==> config.mk <==
export PLATFORM = sky130hd
export DESIGN_NAME = acr_adapter_reset_control
export DESIGN_NICKNAME = d
export VERILOG_FILES = /design/src/acr_pkg.sv /design/src/acr_adapter_reset_control.sv
export SDC_FILE = /design/constraint.sdc
export NUM_CORES = 1
export LEC_CHECK = 0
export ABC_AREA = 0
export BUFFER_PORTS_ARGS = -buffer_cell sky130_fd_sc_hd__buf_2
export CORE_AREA = 2 2 92 94
export DETAILED_ROUTE_END_ITERATION = 16
export DIE_AREA = 0 0 94 96
export GPL_TIMING_DRIVEN = 0
export PLACE_DENSITY = 0.78
export REMOVE_ABC_BUFFERS = 1
export SYNTH_ARGS = -nofsm -noshare
export SYNTH_HDL_FRONTEND = slang
export SYNTH_SLANG_ARGS = --single-unit
==> constraint.sdc <==
create_clock -name mclk -period 2.32 [get_ports mclk]
set_clock_uncertainty 0.05 [all_clocks]
set_input_delay 0.348 -clock mclk [delete_from_list [all_inputs] [get_ports mclk]]
set_output_delay 0.348 -clock mclk [all_outputs]
set_load 0.01 [all_outputs]
==> src/acr_pkg.sv <==
// Operation
// - Host bus reset line fully resets the adapter to its power-on state.
// - Writing the hard reset request bit resets only this adapter, immediately.
// - Every host-initiated reset drives the SCSI bus reset condition.
// - Host-initiated reset puts all internal module control registers in known state.
// - Host-initiated reset aborts pending work and clears all pending structures.
// - After host reset diagnostics run while the diagnostic active flag stays set.
// - Hard reset completion sets the init required flag in status.
// - SCSI reset overrides any bus phase; bus free follows each reset.
// - Bus reset request drives SCSI reset without setting the reset seen flag.
// - Invalid bus phase detected causes a normal driven SCSI bus reset.
// - After phase-error reset, raise interrupt and set reset seen and valid flags.
// - Reset driven by another device is detected, interrupted, and flagged.
// - SCSI bus reset follows soft option: keep state, resume identified commands.
// - Adapter alone does only soft reset; hard form needs host action.
// - Timely conversion abandons command blocks, awaits init, no second bus reset.
// - Hard reset request after detection gives power-on state and second bus reset.
// - Reset seen flag is interrupt bit 3, valid only with valid flag.
// - Interrupt valid flag is bit 7 and mirrors the host interrupt level.
// - Hard reset, soft reset or power-on clears the interrupt register. Here a soft reset leaves it unchanged, or sets seen and valid.
package acr_pkg;

  // ==========================================================================
  // Timing
  localparam int unsigned CLK_PERIOD_NS     = 20;
  localparam int unsigned SCSI_RST_HOLD_NS  = 25000;
  localparam int unsigned SCSI_RST_HOLD_CYC = (SCSI_RST_HOLD_NS + CLK_PERIOD_NS - 1) / CLK_PERIOD_NS;
  localparam int unsigned CONV_WINDOW_US    = 290;
  localparam int unsigned CONV_WINDOW_CYC   = (CONV_WINDOW_US * 1000) / CLK_PERIOD_NS;
  localparam int unsigned DIAG_CYC          = 64;
  localparam int unsigned TMR_W             = 16;

  // ==========================================================================
  // Register map
  localparam int unsigned ADDR_W = 4;
  localparam int unsigned DATA_W = 32;
  localparam logic [ADDR_W-1:0] CTRL_OFS = 4'h0;
  localparam logic [ADDR_W-1:0] STAT_OFS = 4'h4;
  localparam logic [ADDR_W-1:0] INTR_OFS = 4'h8;
  localparam int unsigned CTRL_HARD_BIT     = 0;
  localparam int unsigned CTRL_BUSRST_BIT   = 1;
  localparam int unsigned CTRL_INTCLR_BIT   = 2;
  localparam int unsigned CTRL_INITDONE_BIT = 3;
  localparam int unsigned STAT_DIAG_BIT     = 0;
  localparam int unsigned STAT_INITREQ_BIT  = 1;
  localparam int unsigned STAT_SCSIRST_BIT  = 2;
  localparam int unsigned INTR_SEEN_BIT     = 3;
  localparam int unsigned INTR_VALID_BIT    = 7;
  localparam logic [1:0] RESP_OKAY   = 2'h0;
  localparam logic [1:0] RESP_SLVERR = 2'h2;

  // ==========================================================================
  // Types
  typedef enum logic [1:0] {ST_DRIVE, ST_DIAG, ST_IDLE, ST_BUSFREE} acr_state_e;
  typedef enum logic [1:0] {CAUSE_HOST, CAUSE_REQ, CAUSE_PHASE} acr_cause_e;
  typedef struct packed {
    logic moduleInit;    // Internal control registers held in known state
    logic abortPending;  // Pulse: drop all pending work
    logic softReset;     // Pulse: soft reset, keep status and pointers
    logic ccbAbandon;    // Pulse: abandon all command control blocks
    logic phaseOverride; // Reset owns the bus until bus free
  } acr_evt_s;

endpackage : acr_pkg

==> src/acr_adapter_reset_control.sv <==
// Our own choices: the AXI4-Lite slave port and the placing of the registers.
`timescale 1ns/1ps
module acr_adapter_reset_control #(
  parameter int unsigned CONV_CYC = acr_pkg::CONV_WINDOW_CYC
) (
  input  wire logic                       mclk,         // 50 MHz clock
  input  wire logic                       sys_rst,      // Sync reset, high
  input  wire logic                       hostBusReset, // Host bus reset line, high
  input  wire logic                       phaseError,   // Invalid phase seen by monitor
  input  wire logic                       scsiRstInN,   // Sensed SCSI reset, low active
  output logic                            scsiRstOutN,  // SCSI reset drive level
  output logic                            scsiRstOe,    // SCSI reset drive enable
  output logic                            hostIrq,      // Host interrupt request
  output acr_pkg::acr_evt_s               evtOut,       // Events to internal logic
  input  wire logic [acr_pkg::ADDR_W-1:0] awaddr,       // AXI write address
  input  wire logic                       awvalid,      // AXI
  output logic                            awready,      // AXI
  input  wire logic [acr_pkg::DATA_W-1:0] wdata,        // AXI write data
  input  wire logic [3:0]                 wstrb,        // AXI byte strobes
  input  wire logic                       wvalid,       // AXI
  output logic                            wready,       // AXI
  output logic                            bvalid,       // AXI
  output logic [1:0]                      bresp,        // AXI
  input  wire logic                       bready,       // AXI
  input  wire logic [acr_pkg::ADDR_W-1:0] araddr,       // AXI read address
  input  wire logic                       arvalid,      // AXI
  output logic                            arready,      // AXI
  output logic                            rvalid,       // AXI
  output logic [acr_pkg::DATA_W-1:0]      rdata,        // AXI read data
  output logic [1:0]                      rresp,        // AXI
  input  wire logic                       rready        // AXI
);

  // ==========================================================================
  // Helpers
  function automatic logic isReg(input logic [acr_pkg::ADDR_W-1:0] a, input logic [acr_pkg::ADDR_W-1:0] ofs);
    return a[acr_pkg::ADDR_W-1:2] == ofs[acr_pkg::ADDR_W-1:2];
  endfunction : isReg

  localparam logic [acr_pkg::TMR_W-1:0] HOLD_LOAD = acr_pkg::TMR_W'(acr_pkg::SCSI_RST_HOLD_CYC - 1);
  localparam logic [acr_pkg::TMR_W-1:0] DIAG_LOAD = acr_pkg::TMR_W'(acr_pkg::DIAG_CYC - 1);
  localparam logic [acr_pkg::TMR_W-1:0] WIN_LOAD  = acr_pkg::TMR_W'(CONV_CYC);

  // ==========================================================================
  // Bus slave state
  logic                       awHave_reg, awHave_next;
  logic                       wHave_reg, wHave_next;
  logic [acr_pkg::ADDR_W-1:0] awAddr_reg, awAddr_next;
  logic [acr_pkg::DATA_W-1:0] wData_reg, wData_next;
  logic                       wLane0_reg, wLane0_next;
  logic                       awready_next, wready_next, bvalid_next, arready_next, rvalid_next;
  logic [1:0]                 bresp_next, rresp_next;
  logic [acr_pkg::DATA_W-1:0] rdata_next;
  logic                       doWrite, ctrlHit;
  logic                       hardReqHit, busReqHit, intClrHit, initDoneHit;

  // ==========================================================================
  // Reset sequencer state
  acr_pkg::acr_state_e        stateReg, state_next;
  acr_pkg::acr_cause_e        causeReg, cause_next;
  logic [acr_pkg::TMR_W-1:0]  timerReg, timer_next;
  logic [acr_pkg::TMR_W-1:0]  winReg, win_next;
  logic                       seenReg, seen_next;
  logic                       intvReg, interrupt_valid_flag_next;
  logic                       initReqReg, initReq_next;
  logic                       diagActiveReg, diagActive_next;
  logic                       scsiRstOe_next, hostIrq_next;
  acr_pkg::acr_evt_s          evt_next;
  logic                       hostRst, winActive, convHit, sensedHit;

  // Register write decode; only the low byte carries control bits
  assign doWrite     = awHave_reg && wHave_reg && !bvalid;
  assign ctrlHit     = doWrite && isReg(awAddr_reg, acr_pkg::CTRL_OFS) && wLane0_reg;
  assign hardReqHit  = ctrlHit && wData_reg[acr_pkg::CTRL_HARD_BIT];
  assign busReqHit   = ctrlHit && wData_reg[acr_pkg::CTRL_BUSRST_BIT];
  assign intClrHit   = ctrlHit && wData_reg[acr_pkg::CTRL_INTCLR_BIT];
  assign initDoneHit = ctrlHit && wData_reg[acr_pkg::CTRL_INITDONE_BIT];
  assign hostRst     = hostBusReset || hardReqHit;
  assign winActive   = winReg != '0;
  // Conversion only inside the window after a detected or phase-error reset
  assign convHit     = busReqHit && winActive && (stateReg == acr_pkg::ST_IDLE || stateReg == acr_pkg::ST_BUSFREE);
  assign sensedHit   = stateReg == acr_pkg::ST_IDLE && !scsiRstInN && !busReqHit;

  // ==========================================================================
  // AXI4-Lite next state: address and data taken in either order
  always_comb
  begin
    awHave_next = awHave_reg;
    wHave_next  = wHave_reg;
    awAddr_next = awAddr_reg;
    wData_next  = wData_reg;
    wLane0_next = wLane0_reg;
    bvalid_next = bvalid;
    bresp_next  = bresp;
    rvalid_next = rvalid;
    rdata_next  = rdata;
    rresp_next  = rresp;
    if (awvalid && awready)
    begin
      awHave_next = 1'b1;
      awAddr_next = awaddr;
    end
    if (wvalid && wready)
    begin
      wHave_next  = 1'b1;
      wData_next  = wdata;
      wLane0_next = wstrb[0];
    end
    if (bvalid && bready)
      bvalid_next = 1'b0;
    if (doWrite)
    begin
      awHave_next = 1'b0;
      wHave_next  = 1'b0;
      bvalid_next = 1'b1;
      // Status and interrupt registers are read-only; writes there are ignored
      if (isReg(awAddr_reg, acr_pkg::CTRL_OFS) || isReg(awAddr_reg, acr_pkg::STAT_OFS)
          || isReg(awAddr_reg, acr_pkg::INTR_OFS))
        bresp_next = acr_pkg::RESP_OKAY;
      else
        bresp_next = acr_pkg::RESP_SLVERR;
    end
    if (rvalid && rready)
      rvalid_next = 1'b0;
    if (arvalid && arready)
    begin
      rvalid_next = 1'b1;
      rdata_next  = '0;
      rresp_next  = acr_pkg::RESP_OKAY;
      // Request bits self-clear, so control reads as zero
      if (isReg(araddr, acr_pkg::CTRL_OFS))
        rdata_next = '0;
      else if (isReg(araddr, acr_pkg::STAT_OFS))
      begin
        rdata_next[acr_pkg::STAT_DIAG_BIT]    = diagActiveReg;
        rdata_next[acr_pkg::STAT_INITREQ_BIT] = initReqReg;
        rdata_next[acr_pkg::STAT_SCSIRST_BIT] = !scsiRstInN;
      end
      else if (isReg(araddr, acr_pkg::INTR_OFS))
      begin
        rdata_next[acr_pkg::INTR_SEEN_BIT]  = seenReg;
        rdata_next[acr_pkg::INTR_VALID_BIT] = intvReg;
      end
      else
        rresp_next = acr_pkg::RESP_SLVERR;
    end
    awready_next = !awHave_next;
    wready_next  = !wHave_next;
    arready_next = !rvalid_next;
  end

  // Bus slave registers; the slave survives a software hard reset so its answer is not lost
  always_ff @(posedge mclk)
  begin
    if (sys_rst)
    begin
      awHave_reg <= 1'b0;
      wHave_reg  <= 1'b0;
      awAddr_reg <= '0;
      wData_reg  <= '0;
      wLane0_reg <= 1'b0;
      awready    <= 1'b0;
      wready     <= 1'b0;
      bvalid     <= 1'b0;
      bresp      <= acr_pkg::RESP_OKAY;
      arready    <= 1'b0;
      rvalid     <= 1'b0;
      rdata      <= '0;
      rresp      <= acr_pkg::RESP_OKAY;
    end
    else
    begin
      awHave_reg <= awHave_next;
      wHave_reg  <= wHave_next;
      awAddr_reg <= awAddr_next;
      wData_reg  <= wData_next;
      wLane0_reg <= wLane0_next;
      awready    <= awready_next;
      wready     <= wready_next;
      bvalid     <= bvalid_next;
      bresp      <= bresp_next;
      arready    <= arready_next;
      rvalid     <= rvalid_next;
      rdata      <= rdata_next;
      rresp      <= rresp_next;
    end
  end

  // ==========================================================================
  // Reset sequencer next state; later assignments win, so a set beats a written clear, and host reset beats both
  always_comb
  begin
    state_next   = stateReg;
    cause_next   = causeReg;
    timer_next   = timerReg;
    seen_next    = seenReg;
    interrupt_valid_flag_next    = intvReg;
    initReq_next = initReqReg;
    win_next     = winActive ? winReg - 1'b1 : winReg;
    evt_next     = '0;
    if (intClrHit)
    begin
      seen_next = 1'b0;
      interrupt_valid_flag_next = 1'b0;
    end
    if (initDoneHit)
      initReq_next = 1'b0;
    case (stateReg)
      acr_pkg::ST_DRIVE:
        if (timerReg != '0)
          timer_next = timerReg - 1'b1;
        else if (causeReg == acr_pkg::CAUSE_HOST)
        begin
          state_next = acr_pkg::ST_DIAG;
          timer_next = DIAG_LOAD;
        end
        else
        begin
          state_next        = acr_pkg::ST_BUSFREE;
          evt_next.softReset = 1'b1;
          if (causeReg == acr_pkg::CAUSE_PHASE)
          begin
            seen_next = 1'b1;
            interrupt_valid_flag_next = 1'b1;
            win_next  = WIN_LOAD;
          end
        end
      acr_pkg::ST_DIAG:
        if (timerReg != '0)
          timer_next = timerReg - 1'b1;
        else
        begin
          state_next   = acr_pkg::ST_IDLE;
          initReq_next = 1'b1;
        end
      acr_pkg::ST_IDLE:
        if (busReqHit && !winActive)
        begin
          state_next = acr_pkg::ST_DRIVE;
          cause_next = acr_pkg::CAUSE_REQ;
          timer_next = HOLD_LOAD;
        end
        else if (sensedHit)
        begin
          state_next         = acr_pkg::ST_BUSFREE;
          seen_next          = 1'b1;
          interrupt_valid_flag_next          = 1'b1;
          win_next           = WIN_LOAD;
          evt_next.softReset = 1'b1;
        end
        else if (phaseError && !busReqHit)
        begin
          state_next = acr_pkg::ST_DRIVE;
          cause_next = acr_pkg::CAUSE_PHASE;
          timer_next = HOLD_LOAD;
        end
      default:
        if (scsiRstInN)
          state_next = acr_pkg::ST_IDLE; // Bus free once reset is released
    endcase
    // Soft to hard conversion without a second bus reset
    if (convHit)
    begin
      evt_next.ccbAbandon   = 1'b1;
      evt_next.abortPending = 1'b1;
      initReq_next          = 1'b1;
      win_next              = '0;
    end
    // Host reset outranks everything and restarts from the power-on point
    if (hostRst)
    begin
      state_next            = acr_pkg::ST_DRIVE;
      cause_next            = acr_pkg::CAUSE_HOST;
      timer_next            = HOLD_LOAD;
      seen_next             = 1'b0;
      interrupt_valid_flag_next             = 1'b0;
      initReq_next          = 1'b0;
      win_next              = '0;
      evt_next.abortPending = 1'b1;
    end
    evt_next.moduleInit    = state_next == acr_pkg::ST_DRIVE && cause_next == acr_pkg::CAUSE_HOST;
    evt_next.phaseOverride = state_next == acr_pkg::ST_DRIVE || state_next == acr_pkg::ST_BUSFREE;
    diagActive_next        = state_next == acr_pkg::ST_DIAG;
    scsiRstOe_next         = state_next == acr_pkg::ST_DRIVE;
    hostIrq_next           = interrupt_valid_flag_next;
  end

  // Sequencer registers; power-on starts in the host reset drive phase
  always_ff @(posedge mclk)
  begin
    if (sys_rst)
    begin
      stateReg      <= acr_pkg::ST_DRIVE;
      causeReg      <= acr_pkg::CAUSE_HOST;
      timerReg      <= HOLD_LOAD;
      winReg        <= '0;
      seenReg       <= 1'b0;
      intvReg       <= 1'b0;
      initReqReg    <= 1'b0;
      diagActiveReg <= 1'b0;
      scsiRstOe     <= 1'b1;
      scsiRstOutN   <= 1'b0;
      hostIrq       <= 1'b0;
      evtOut        <= 5'h19;
    end
    else
    begin
      stateReg      <= state_next;
      causeReg      <= cause_next;
      timerReg      <= timer_next;
      winReg        <= win_next;
      seenReg       <= seen_next;
      intvReg       <= interrupt_valid_flag_next;
      initReqReg    <= initReq_next;
      diagActiveReg <= diagActive_next;
      scsiRstOe     <= scsiRstOe_next;
      scsiRstOutN   <= 1'b0; // Open drain: only the enable toggles
      hostIrq       <= hostIrq_next;
      evtOut        <= evt_next;
    end
  end
endmodule : acr_adapter_reset_control

# Word level (Yosys, flattened, before mapping)
# Index checks and enable logic that the tools add are counted.
# Widths: inputs -> output; s select.
# op_classes
add_sub_neg	2
n_eq_ne	14
n_mux	71
n_reduce_logical	45
# op_table
cell	count
$mux 16	12
$pmux 16 s3	1
$mux 1	34
$mux 2	17
$pmux 16 s2	1
$reduce_bool 16->1	2
$sub 16x1->16 const B	2
$logic_and 1x1->1	20
$eq 2x2->1 const B	6
$logic_not 2->1	6
$eq 2x1->1 const B	4
$logic_not 1->1	7
$pmux 1 s2	3
$pmux 2 s3	1
$logic_or 1x1->1	5
$reduce_and 5->1	1
$mux 4	1
$mux 3	1
$ne 3x1->1 const B	1
$ne 3x2->1 const B	1
$ne 3x3->1 const B	1
$reduce_bool 3->1	1
$reduce_or 3->1	1
$ne 2x2->1 const B	1
other kinds (2)	2
# totals
ff_bits	71
word_cells	159

# Depth between registers and ports, before layout
# depth
depth_word	14
ltp_mapped	11
depth_no_buf	10

# Worst setup path before layout
# Ideal clock, no wire load.
# synth_timing
kind	register to register
start	register timerReg[11] (netlist bit)
end	register evtOut[4] (netlist bit)
setup_ns	0.115
arrival_ns	2.360
required_ns	2.155
setup_slack_ns	-0.205
path_stages_with_launch	11
synth_period_minus_slack_ns	2.525
cell_sequence	dfxtp_1 or4_1 dlymetal6s2s_1 nor2_4 a311o_1 buf_6 o221ai_1 and2_1 ha_1 or2_2 o21a_1
# synth_between
elab_chain_cells	6
elab_cells_between_ends	7
# synth_lines
element	line_no	text
from (decl)	acr_adapter_reset_control.sv:61	logic [acr_pkg::TMR_W-1:0] timerReg, timer_next;
from (signal assigned)	acr_adapter_reset_control.sv:310	timerReg <= timer_next;
$reduce_bool 16->1 (*)	acr_adapter_reset_control.sv:210, acr_adapter_reset_control.sv:229	
$mux 2, on equally long branches	acr_adapter_reset_control.sv:229, acr_adapter_reset_control.sv:210	
$pmux 2 s3 (*)	acr_adapter_reset_control.sv:208	case (stateReg)
$mux 2 (*)	acr_adapter_reset_control.sv:270	if (hostRst)
$logic_not 2->1 (*)	--	
via scsiRstOe_next	acr_adapter_reset_control.sv:67	logic scsiRstOe_next, hostIrq_next;
$logic_and 1x1->1 (*)	acr_adapter_reset_control.sv:281	evt_next.moduleInit = state_next == acr_pkg::ST_DRIVE && cause_next == acr_pkg::CAUSE_HOST;
to (signal assigned)	acr_adapter_reset_control.sv:319	evtOut <= evt_next;
to (decl)	acr_adapter_reset_control.sv:14	output acr_pkg::acr_evt_s evtOut,
# Mark *: on every way through the listed nets, which the timed path passes. The rest lies on a longest branch.
# A chain may end at the register's enable or synchronous reset.

# Worst setup path after layout
# layout_timing
start	register timerReg[1] (netlist bit)
end	register evtOut[4] (netlist bit)
# The elaborated chain is that of the path after synthesis.

==> summary.txt <==
RUN STATUS
----------------------------------------------------------------------------------
Status                                                                finished, violations left
Failing checks                                                        setup timing

POWER AND IR DROP
----------------------------------------------------------------------------------
Power Density                                                           505 nW/µm²
Static Leakage                                                             1.75 nW
Peak supply drop                                                          0.425 mV

LOGIC SYNTHESIS
----------------------------------------------------------------------------------
Leading register cell type out of synthesis                           sky130_fd_sc_hd__dfxtp_1
Post-synthesis cell type count                                                  75
FF+latch count, synth                                                           67
Average instance area after synthesis                                     8.65 µm²
Async SR Flop Fraction                                                          0%
Number of flops mapped to enable cells by yosys                                  0
Count of synthesis-stage warnings from yosys                                     0
Area of the mapped netlist                                                3640 µm²
Share of synthesized area occupied by flip-flops and latches                 36.9%
Synth Instances                                                                421

CLOCKING
----------------------------------------------------------------------------------
Clock tree from TritonCTS                                                     done
Number of clock buffers inserted by TritonCTS                                    9
Count of clock tree sinks                                                       67
Clock latency of the later-clocked register in the worst-skew pair         0.36 ns
H-tree levels                                                                    3
Clk slew on worst S/H paths                                                0.08 ns
Maximum clock path buffer count                                                  2
Root buffer cell                                                      sky130_fd_sc_hd__clkbuf_8

WORST SETUP PATH
----------------------------------------------------------------------------------
Kind of launch point of the worst setup path                             flip-flop
Cells along the critical path                                         inv_2, ha_4, or2b_4, and4bb_4, a311o_2, o221ai_2, and2_4, ha_2, or2_4, o21a_1
Slowest-stage cell, CP                                                sky130_fd_sc_hd__dfxtp_2
Data required, critical path                                               2.52 ns
Setup CP Type                                                           reg -> reg
Max FO, Critical Path                                                            3
Cell class contributing the biggest share of worst-path delay         simple AND/OR/NAND/NOR gates
Worst endpoint data arrival time                                           2.56 ns
CP endpoint kind                                                         flip-flop
Number of buffer and inverter stages on the critical path                        1
Stage delay of the slowest cell on the critical path                       0.33 ns

FINAL LAYOUT
----------------------------------------------------------------------------------
Share of post-route cells with drive strength above 1                        31.9%
Largest registers                                                     timerReg (16), winReg (16)
Nets@finish                                                                    548
Signed area change from the synthesized netlist to the final layout          23.5%
Commonest non-fill, non-tap cell in the layout                        sky130_fd_sc_hd__dfxtp_1
Top library cells by usage in the layout, fill and taps aside         sky130_fd_sc_hd__dfxtp_1, sky130_fd_sc_hd__nor2_1, sky130_fd_sc_hd__buf_2
Count of inserted antenna diode cells                                            0
Post-layout util                                                             55.8%

DRT
----------------------------------------------------------------------------------
Average routed wire per standard cell                                      16.7 µm
Number of nets still failing antenna checks after routing                        0
Initial DRT Pass Iterations                                                      5
Per-cell via count in the routed design                                       5.99
# DRC                                                                            0
Number of DRC violations after detailed-routing iteration 0                    337
Routed WL                                                                  9970 µm
Overall via count from detail_route                                           3578

GLOBAL ROUTING
----------------------------------------------------------------------------------
Number of global-route vias before repair                                     3191
Total gr overflow                                                                0
Wire length of the first global-routing pass                              14800 µm
Largest net degree at the start of global routing                               30
GRT Resource Usage Total                                                     20.8%
Initial antenna violation count                                                  0

PLACED DESIGN
----------------------------------------------------------------------------------
Quantity of I/O buffers inserted on ports                                       37
Setup slack after placement                                               -1.01 ns
HPWL after detailed placement                                              5550 µm
Last weighted congestion value of the routability-driven placer              0.872

STA
----------------------------------------------------------------------------------
Transition time of the tightest slew-check pin                            0.634 ns
Worst relative slew slack                                                    57.7%
Post-layout minimum cycle time                                             2.36 ns
Worst setup slack after layout                                          -0.0392 ns
Number of setup violations in the final report                                   2
Maximum frequency from static timing analysis                              424 MHz
Hold Fails Final Rpt                                                             0
Final hold slack                                                          0.183 ns
Unrepaired setup endpoints after global routing                                yes
Final critical-path share of the clock period                                 102%
Pins over their slew limit                                                       0

FLOORPLANNING
----------------------------------------------------------------------------------
Effective utilization at floorplan                                           45.2%
Horizontal extent of the die                                                 94 µm
Vertical die dimension                                                       96 µm
Floorplan row count                                                             33
Core ar.                                                                  8050 µm²
Die area                                                                  9020 µm²
Count of pins on the block boundary                                            103

HOLD PATH
----------------------------------------------------------------------------------
Hold crit path type                                                      in -> reg

JOB
----------------------------------------------------------------------------------
Max-cap viol count                                                               0

logic make-up (layout without fill, tap and decap cells):
| kind of cell | after synthesis | in the layout | share of synthesized area, % |
|---|---|---|---|
| mux | 1 | 1 | 0.275 |
| buf+inv | 61 | 101 | 11.1 |
| xor+xnor | 8 | 8 | 1.93 |
| fa+ha+maj | 7 | 7 | 2.41 |
| flops | 67 | 67 | 36.9 |
| other cells | 1 | 30 | 0.103 |
| compound gates | 114 | 115 | 22.0 |
| simple gates | 162 | 163 | 25.3 |
per-layer routing:
layer | track usage, % | vias to the layer above | routed length (µm)
met5 | 0 | - | 0
met4 | 8.57 | 0 | 315
met3 | 6.03 | 48 | 815
met2 | 35.1 | 230 | 4950
met1 | 24.8 | 1678 | 3900
li1 | - | 1622 | -
worst reg2reg max path, stage by stage, from the launching register on:
cell and delay, ns:
sky130_fd_sc_hd__dfxtp_2 0.33, sky130_fd_sc_hd__inv_2 0.07, sky130_fd_sc_hd__ha_4 0.13, sky130_fd_sc_hd__or2b_4 0.26
sky130_fd_sc_hd__and4bb_4 0.33, sky130_fd_sc_hd__a311o_2 0.23, sky130_fd_sc_hd__o221ai_2 0.13, sky130_fd_sc_hd__and2_4 0.20
sky130_fd_sc_hd__ha_2 0.18, sky130_fd_sc_hd__or2_4 0.23, sky130_fd_sc_hd__o21a_1 0.11
cell usage after synthesis, types with 2 or more instances:
| cell | instances | area, µm² |
|---|---|---|
| sky130_fd_sc_hd__a211oi_1 | 6 | 45.0 |
| sky130_fd_sc_hd__a21boi_0 | 3 | 22.5 |
| sky130_fd_sc_hd__a21oi_1 | 32 | 160 |
| sky130_fd_sc_hd__a22oi_1 | 6 | 45.0 |
| sky130_fd_sc_hd__a31oi_1 | 4 | 25.0 |
| sky130_fd_sc_hd__and2_1 | 4 | 25.0 |
| sky130_fd_sc_hd__and3_1 | 2 | 12.5 |
| sky130_fd_sc_hd__and4bb_2 | 2 | 25.0 |
| sky130_fd_sc_hd__buf_4 | 32 | 240 |
| sky130_fd_sc_hd__buf_6 | 2 | 22.5 |
| sky130_fd_sc_hd__clkbuf_1 | 9 | 33.8 |
| sky130_fd_sc_hd__clkbuf_8 | 3 | 41.3 |
| sky130_fd_sc_hd__dfxtp_1 | 67 | 1340 |
| sky130_fd_sc_hd__ha_1 | 7 | 87.6 |
| sky130_fd_sc_hd__inv_1 | 12 | 45.0 |
| sky130_fd_sc_hd__nand2_1 | 34 | 128 |
| sky130_fd_sc_hd__nand2b_1 | 8 | 50.1 |
| sky130_fd_sc_hd__nand3_1 | 11 | 55.1 |
| sky130_fd_sc_hd__nand4_1 | 5 | 31.3 |
| sky130_fd_sc_hd__nor2_1 | 39 | 146 |
| sky130_fd_sc_hd__nor2b_1 | 6 | 37.5 |
| sky130_fd_sc_hd__nor3_1 | 12 | 60.1 |
| sky130_fd_sc_hd__nor3_2 | 2 | 20.0 |
| sky130_fd_sc_hd__nor3b_1 | 5 | 37.5 |
| sky130_fd_sc_hd__nor4_1 | 4 | 25.0 |
| sky130_fd_sc_hd__o2111ai_1 | 3 | 26.3 |
| sky130_fd_sc_hd__o211ai_1 | 8 | 60.1 |
| sky130_fd_sc_hd__o21a_1 | 2 | 15.0 |
| sky130_fd_sc_hd__o21ai_0 | 10 | 50.1 |
| sky130_fd_sc_hd__o221ai_1 | 2 | 17.5 |
| sky130_fd_sc_hd__o22ai_1 | 5 | 31.3 |
| sky130_fd_sc_hd__o311ai_0 | 5 | 43.8 |
| sky130_fd_sc_hd__o31ai_1 | 9 | 67.6 |
| sky130_fd_sc_hd__o41ai_1 | 2 | 17.5 |
| sky130_fd_sc_hd__or2_2 | 4 | 25.0 |
| sky130_fd_sc_hd__or3_1 | 3 | 18.8 |
| sky130_fd_sc_hd__or4_1 | 6 | 45.0 |
| sky130_fd_sc_hd__or4_4 | 2 | 22.5 |
| sky130_fd_sc_hd__xnor2_1 | 2 | 17.5 |
| sky130_fd_sc_hd__xor2_1 | 6 | 52.6 |
per-stage QoR:
stage | instances | power [mW] | setup TNS (ns) | area (µm²)
2_1_floorplan | 401 | 1.30 | -1.71 | 3390
3_3_place_gp | 543 | 1.34 | -22.35 | 3710
3_5_place_dp | 543 | 1.35 | -23.56 | 3710
4_1_cts | 585 | 2.26 | -0.0502 | 4300
5_1_grt | 597 | 2.34 | -0.275 | 4490
6_report | 597 | 2.27 | -0.0563 | 4490
layout make-up:
class,instances,area [µm²]
Sequential cell,67,1360
Clock inverter,6,47.5
Inverter,12,47.5
Fill cell,667,3560
Clock buffer,10,138
Multi-Input combinational cell,324,2290
Tap cell,105,131
Timing Repair Buffer,73,488
final timing paths:
kind | start | endpoint | slack [ns] | cells past startpoint
setup / recovery | timerReg[1] | evtOut[4] | -0.04 | 10
hold / removal | wdata[0] | wData_reg[0] | 0.18 | 3
setup reg to reg | timerReg[1] | evtOut[4] | -0.04 | 10
hold reg to reg | rresp[1] | rresp[1] | 0.41 | 2
where the power goes:
group | switching, mW | total, mW | internal, mW | leakage [nW]
Clock | 0.497 | 0.922 | 0.426 | 0.0933
Combinational | 0.103 | 0.158 | 0.0555 | 1.11
Sequential | 0.0207 | 1.19 | 1.17 | 0.547
repair_timing:
action                                  in CTS  in global routing
cloned                                       2                  0
hold buffers                                 0                  0
pin swaps                                   14                 10
buffers inserted                            24                 12
endpoints found under the setup margin      41                 25
gates resized for setup                     46                 30
No activity file was read; power rests on OpenSTA's default activity.
